### src/ebus_consts.vh
// Constants for the external bus cycle and arbitration controller
`ifndef EBUS_CONSTS_VH
`define EBUS_CONSTS_VH

`define ADDR_W 16
`define DATA_W 16
`define CS_W 5
`define WAIT_W 4
`define CLK_PERIOD_NS 40
`define TAIL_NONE_CYC 2'h0
`define TAIL_MUX_CYC 2'h1
`define TAIL_TRI_CYC 2'h2

`endif

### src/in_sync.v
// Two flip-flop synchroniser for external level inputs
`timescale 1ns/100ps
`default_nettype none
module in_sync #(
    parameter RESET_VAL = 1'b1
) (
    input wire clk_sys,
    input wire rst_b,
    input wire d_in,
    output reg q_out
);
    reg meta_reg;

    always @(posedge clk_sys or negedge rst_b) begin
        if (!rst_b) begin
            meta_reg <= RESET_VAL;
            q_out <= RESET_VAL;
        end else begin
            meta_reg <= d_in;
            q_out <= meta_reg;
        end
    end
endmodule
`default_nettype wire

### src/ebus_ctrl.v
// External bus cycle controller with ready wait states and hold arbitration
`timescale 1ns/100ps
`default_nettype none
`include "ebus_consts.vh"
// Function
// - Each cycle runs its programmed length including memory wait states before ready sampling.
// - Command delay option postpones the strobe leading edge by one cycle.
// - Ready sampled high adds a wait state; sampled low ends the cycle.
// - Multiplexed mode adds a mux wait state, plus optional tristate wait state.
// - Next cycle starts only after trailing wait states have elapsed.
// - Hold request finishes the running cycle before the bus is granted.
// - Chip selects are released, not driven high, while the bus is granted.
// - Regain request never asserts before release and grant.
// - Regain sequence starts when hold request goes high, whatever regain did.
// - After regain completes, grant and regain removed, own cycles may start.
// - Read data is captured on the edge that ends the strobe.
module ebus_ctrl (
    input wire clk_sys,
    input wire rst_b,
    input wire req_valid,
    input wire req_write,
    input wire [`ADDR_W-1:0] req_addr,
    input wire [`DATA_W-1:0] req_wdata,
    input wire [`CS_W-1:0] req_cs,
    input wire [`WAIT_W-1:0] memory_cycle_wait_count,
    input wire cmd_delay_en,
    input wire mux_mode,
    input wire tristate_wait_enable,
    input wire want_bus,
    input wire ready_b_pin,
    input wire hold_b_pin,
    input wire [`DATA_W-1:0] data_in,
    output reg req_done,
    output reg [`DATA_W-1:0] rd_data,
    output reg [`ADDR_W-1:0] addr_out,
    output reg addr_oe,
    output reg [`DATA_W-1:0] data_out,
    output reg data_oe,
    output reg rd_b,
    output reg wr_b,
    output reg ctrl_oe,
    output reg [`CS_W-1:0] chip_select_lines_b,
    output reg chip_select_oe,
    output reg bus_grant_out_b,
    output reg regain_request_out_b,
    output reg busy
);
    reg [2:0] state_reg;
    reg [`WAIT_W-1:0] wait_reg;
    reg [1:0] tail_reg;
    reg write_reg;
    wire ready_b_s;
    wire hold_b_s;
    wire cycle_end;
    wire [`CS_W-1:0] cs_drive_b;

    // Controller states
    localparam [2:0] ST_IDLE = 3'h0;
    localparam [2:0] ST_ADDR = 3'h1;
    localparam [2:0] ST_CMD = 3'h2;
    localparam [2:0] ST_READY = 3'h3;
    localparam [2:0] ST_TAIL = 3'h4;
    localparam [2:0] ST_HELD = 3'h5;
    localparam [2:0] ST_REGAIN = 3'h6;

    // Ready sampled low in the ready state ends the cycle
    assign cycle_end = (state_reg == ST_READY) && !ready_b_s;

    // Active-low chip select pattern for the request
    genvar gi;
    generate
        for (gi = 0; gi < `CS_W; gi = gi + 1) begin : g_cs
            assign cs_drive_b[gi] = ~req_cs[gi];
        end
    endgenerate

    // Ready and hold pins arrive from outside the clock domain

    in_sync #(.RESET_VAL(1'b1)) u_ready (
        .clk_sys(clk_sys),
        .rst_b(rst_b),
        .d_in(ready_b_pin),
        .q_out(ready_b_s)
    );

    in_sync #(.RESET_VAL(1'b1)) u_hold (
        .clk_sys(clk_sys),
        .rst_b(rst_b),
        .d_in(hold_b_pin),
        .q_out(hold_b_s)
    );

    // Tail length after a cycle
    function [1:0] tail_len;
        input mux;
        input tri_en;
        begin
            if (!mux)
                tail_len = `TAIL_NONE_CYC;
            else if (tri_en)
                tail_len = `TAIL_TRI_CYC;
            else
                tail_len = `TAIL_MUX_CYC;
        end
    endfunction

    // Read data latched on the edge that raises the read strobe
    always @(posedge clk_sys or negedge rst_b) begin
        if (!rst_b) begin
            rd_data <= {`DATA_W{1'b0}};
        end else if (cycle_end && !write_reg) begin
            rd_data <= data_in;
        end
    end

    always @(posedge clk_sys or negedge rst_b) begin
        if (!rst_b) begin
            state_reg <= ST_IDLE;
            wait_reg <= {`WAIT_W{1'b0}};
            tail_reg <= 2'h0;
            write_reg <= 1'b0;
            req_done <= 1'b0;
            addr_out <= {`ADDR_W{1'b0}};
            addr_oe <= 1'b1;
            data_out <= {`DATA_W{1'b0}};
            data_oe <= 1'b0;
            rd_b <= 1'b1;
            wr_b <= 1'b1;
            ctrl_oe <= 1'b1;
            chip_select_lines_b <= {`CS_W{1'b1}};
            chip_select_oe <= 1'b1;
            bus_grant_out_b <= 1'b1;
            regain_request_out_b <= 1'b1;
            busy <= 1'b0;
        end else begin
            req_done <= 1'b0;
            case (state_reg)
                // Hold is only taken between cycles
                ST_IDLE: begin
                    if (!hold_b_s) begin
                        addr_oe <= 1'b0;
                        data_oe <= 1'b0;
                        ctrl_oe <= 1'b0;
                        chip_select_oe <= 1'b0;
                        bus_grant_out_b <= 1'b0;
                        busy <= 1'b1;
                        state_reg <= ST_HELD;
                    end else if (req_valid) begin
                        addr_out <= req_addr;
                        data_out <= req_wdata;
                        write_reg <= req_write;
                        data_oe <= req_write;
                        chip_select_lines_b <= cs_drive_b;
                        wait_reg <= memory_cycle_wait_count;
                        busy <= 1'b1;
                        state_reg <= cmd_delay_en ? ST_ADDR : ST_CMD;
                    end else begin
                        busy <= 1'b0;
                    end
                end
                ST_ADDR: begin
                    state_reg <= ST_CMD;
                end
                // Wait states count down with the strobe active
                ST_CMD: begin
                    rd_b <= write_reg;
                    wr_b <= ~write_reg;
                    if (wait_reg != {`WAIT_W{1'b0}})
                        wait_reg <= wait_reg - 1'b1;
                    else
                        state_reg <= ST_READY;
                end
                ST_READY: begin
                    if (cycle_end) begin
                        rd_b <= 1'b1;
                        wr_b <= 1'b1;
                        data_oe <= 1'b0;
                        chip_select_lines_b <= {`CS_W{1'b1}};
                        req_done <= 1'b1;
                        tail_reg <= tail_len(mux_mode, tristate_wait_enable);
                        state_reg <= ST_TAIL;
                    end
                end
                ST_TAIL: begin
                    if (tail_reg != 2'h0)
                        tail_reg <= tail_reg - 2'h1;
                    else begin
                        busy <= 1'b0;
                        state_reg <= ST_IDLE;
                    end
                end
                ST_HELD: begin
                    if (hold_b_s) begin
                        regain_request_out_b <= 1'b1;
                        bus_grant_out_b <= 1'b1;
                        state_reg <= ST_REGAIN;
                    end else if (want_bus) begin
                        regain_request_out_b <= 1'b0;
                    end
                end
                // Outputs driven again one edge after the grant ends
                ST_REGAIN: begin
                    addr_oe <= 1'b1;
                    ctrl_oe <= 1'b1;
                    chip_select_oe <= 1'b1;
                    busy <= 1'b0;
                    state_reg <= ST_IDLE;
                end
                default: begin
                    state_reg <= ST_IDLE;
                end
            endcase
        end
    end
endmodule
`default_nettype wire

### config.mk
export PLATFORM = sky130hd
export DESIGN_NAME = ebus_ctrl
export DESIGN_NICKNAME = d
export VERILOG_FILES = /design/src/in_sync.v /design/src/ebus_ctrl.v
export VERILOG_INCLUDE_DIRS = /design/src
export SDC_FILE = /design/constraint.sdc
export NUM_CORES = 1
export LEC_CHECK = 0
export ABC_AREA = 1
export BUFFER_PORTS_ARGS = -buffer_cell sky130_fd_sc_hd__buf_2
export CORE_MARGIN = 8
export CORE_UTILIZATION = 45
export DETAILED_ROUTE_END_ITERATION = 8
export PLACE_DENSITY_LB_ADDON = 0.08
export SYNTH_ARGS = -nofsm -noshare
export SYNTH_HDL_FRONTEND = slang
export SYNTH_SLANG_ARGS = --single-unit
### constraint.sdc
create_clock -name clk_sys -period 1.5 [get_ports clk_sys]
set_input_delay 0.3 -clock clk_sys [delete_from_list [all_inputs] [get_ports clk_sys]]
set_output_delay 0.3 -clock clk_sys [all_outputs]
set_load 0.01 [all_outputs]
==> impl_metrics.json <==
{
  "hold_class": "in -> reg",
  "p_leak_nw": 2.387,
  "final_cell_mix": "nand2_1, buf_2, dfrtp_1, nand3_1, inv_1",
  "yosysTopAreaCell": "dfrtp_1",
  "grt_usage_pct": 17.07,
  "hold_viol_final": 0,
  "arrival_ps": 1650,
  "synth_top_area_share_pct": 48.36,
  "crit_type": "reg -> reg",
  "end_kind": "flip-flop",
  "cts_tree": "built",
  "status": "completed",
  "synth-seq-cells": 75,
  "path_clk_slew_ps": 80,
  "place_ws_ps": 23.94,
  "top_regs": "addr_out x16, data_out x16, rd_data x16",
  "yosysSeqAreaShare_pct": 60.01,
  "crit_top_cell": "nand2_1",
  "crit_slowest_cell": "dfrtp_2",
  "firstDrtPassIters": 4,
  "ir_drop_mv": 0.9849,
  "internal_power_mw": 5.632,
  "n_antenna_cell": 0,
  "clkPwrFrac_pct": 21.0,
  "clock_latency_ps": 340,
  "post-route-util_pct": 62.85,
  "skew_ps": 7.899,
  "fin_nets": 569,
  "cp-start-kind": "flip-flop",
  "cts.path.max_buffers": 2,
  "routed_via_density": 4.700,
  "wire_per_inst_um": 14.09,
  "fin_crit_sh_pct": 94.71,
  "syn_nets": 427,
  "layout_commonest_cell": "nand2_1",
  "syn-cell-area_mm2": 0.003157,
  "powerDensity_mw_per_mm2": 2099,
  "die-area_mm2": 0.009951,
  "max_freq_ghz": 0.7039,
  "setup_violations": 0,
  "drc_errors": 0,
  "synth-main-ff-cell": "dfrtp_1",
  "area_growth_pct": 35.28,
  "grt_max_degree": 35,
  "period_needed_ps": 1421,
  "grt_pass1_wl_mm": 13.65,
  "synth.distinct_cells": 26,
  "synth_edf_count": 0,
  "drt_iter0_markers": 69,
  "pwr-share-seq_pct": 39.4,
  "core_area_mm2": 0.006794,
  "antenna_found_initial": 0,
  "power_frac_comb_pct": 39.6,
  "die-height_um": 99.76,
  "worstPathCellList": "nor2_4, nand2_2, inv_2, nand3_4, buf_4, nand2_1, nand2_1",
  "port_buffers": 129,
  "power_mw": 8.962,
  "slew_violations": 0,
  "setup_slack_ps": 79.33,
  "cts.sink_count": 75,
  "cts_inserted_buffers": 9,
  "p_sw_mw": 3.330,
  "initial_core_util_pct": 46.46,
  "rows": 30,
  "holdPathStages": 1,
  "slowest_delay_ps": 450,
  "slew_headroom_pct": 72.83,
  "netlist_instances": 358,
  "drive_gt1_share_pct": 37.62,
  "wl_mm": 8.467,
  "synthTopCellsByArea": "dfrtp_1, nand2_1, dfstp_2, nand3_1, o21ai_0",
  "crit_path_max_fanout": 31,
  "htreeDepth": 3,
  "cts_root_buf": "clkbuf_8",
  "avgSynthCellArea_um2": 8.818,
  "vias": 2825,
  "cp.required_ps": 1730,
  "ant_nets": 0,
  "ios": 130,
  "tightest_slew_ps": 407.6,
  "yosysWarnings": 0,
  "die_w_um": 99.76,
  "grt_overflow": 0,
  "async_reset_ff_share_pct": 100.0,
  "reg2reg_depth": 7,
  "first_global_vias": 2892,
  "place.gp.congestion": 0.9182,
  "switching_share_pct": 37.16,
  "dp_hpwl_mm": 6.140,
  "maxCapViolations": 0
}
==> worst max-delay path: cells and delay by family (launching register included) <==
kind	cells	cell delay, ps
simple gates	5	490
flops	1	450
buf+inv	2	370
==> Yosys cell counts, types with 2 or more instances <==
cell	number
nand2_1	172
dfrtp_1	61
nand3_1	31
inv_1	17
o21ai_0	16
dfstp_2	14
nor2_1	6
o21a_1	5
buf_4	4
clkbuf_1	4
buf_6	3
inv_2	3
nand4_1	3
and2_1	2
buf_2	2
ha_1	2
nand2_2	2
nor2_2	2
or2_2	2
==> final timing paths <==
path                       slack, ps        startpoint                      to
min in group asynchronous        430             rst_b             wait_reg[2]
hold / removal                    50        hold_b_pin         u_hold.meta_reg
setup reg to reg                  80      state_reg[0]            addr_out[12]
max in group asynchronous        500             rst_b  chip_select_lines_b[4]
hold reg to reg                  360  u_ready.meta_reg           u_ready.q_out
setup / recovery                  80      state_reg[0]            addr_out[12]
==> stage by stage <==
stage               instance area, µm²  cells  setup TNS (ps)  hold slack (ps)
floorplan                         3157    358               0            4.409
global route                      4270    601          -33.03            32.45
finish                            4270    601               0            52.41
CTS                               4210    598               0            30.70
detailed placement                3956    581               0            259.4
global placement                  3956    581               0            253.5
==> cells by family (layout without fill, tap and decap cells) <==
family	Yosys count	count (layout)	share of synthesized area, %
flip-flops	75	75	60.01
buffers and inverters	35	182	5.509
AND/OR/NAND/NOR	223	223	29.53
adder cells (fa/ha/maj)	2	2	0.7926
AO/OA/AOI/OAI	23	23	4.162
==> timing repair <==
action	4_1_cts	5_1_grt
setup endpoints to repair	0	11
endpoints found under the hold margin	18	0
hold buffers	1	0
buffers inserted	0	2
gates resized for setup	0	10
==> routing by layer <==
metal / wire, µm / track usage (%) / part of all wire, %
met1: 3490 / 19.62 / 41
met2: 3986 / 27.14 / 47
met3: 787 / 7.053 / 9.3
met4: 203 / 7.683 / 2.4
met5: 0 / 0 / 0
==> power groups by stage <==
| stage | Sequential, mW | Clock (mW) | Combinational (mW) |
|---|---|---|---|
| after floorplan | 3.89 | 0 | 1.71 |
| final | 3.54 | 1.88 | 3.55 |
| after global placement | 3.53 | 0 | 3.44 |
| after global routing | 3.64 | 2.00 | 4.04 |
| after detailed placement | 3.53 | 0 | 3.52 |
| after CTS | 3.53 | 1.93 | 3.52 |
==> final cells by class <==
class | count | area [µm²]
Tap cell | 96 | 120.1
Clock buffer | 12 | 145.1
Inverter | 22 | 87.58
Multi-Input combinational cell | 248 | 1104
Fill cell | 618 | 2524
Clock inverter | 4 | 98.84
Sequential cell | 75 | 1897
Timing Repair Buffer | 144 | 818.3
(Power assumes the default switching activity.)
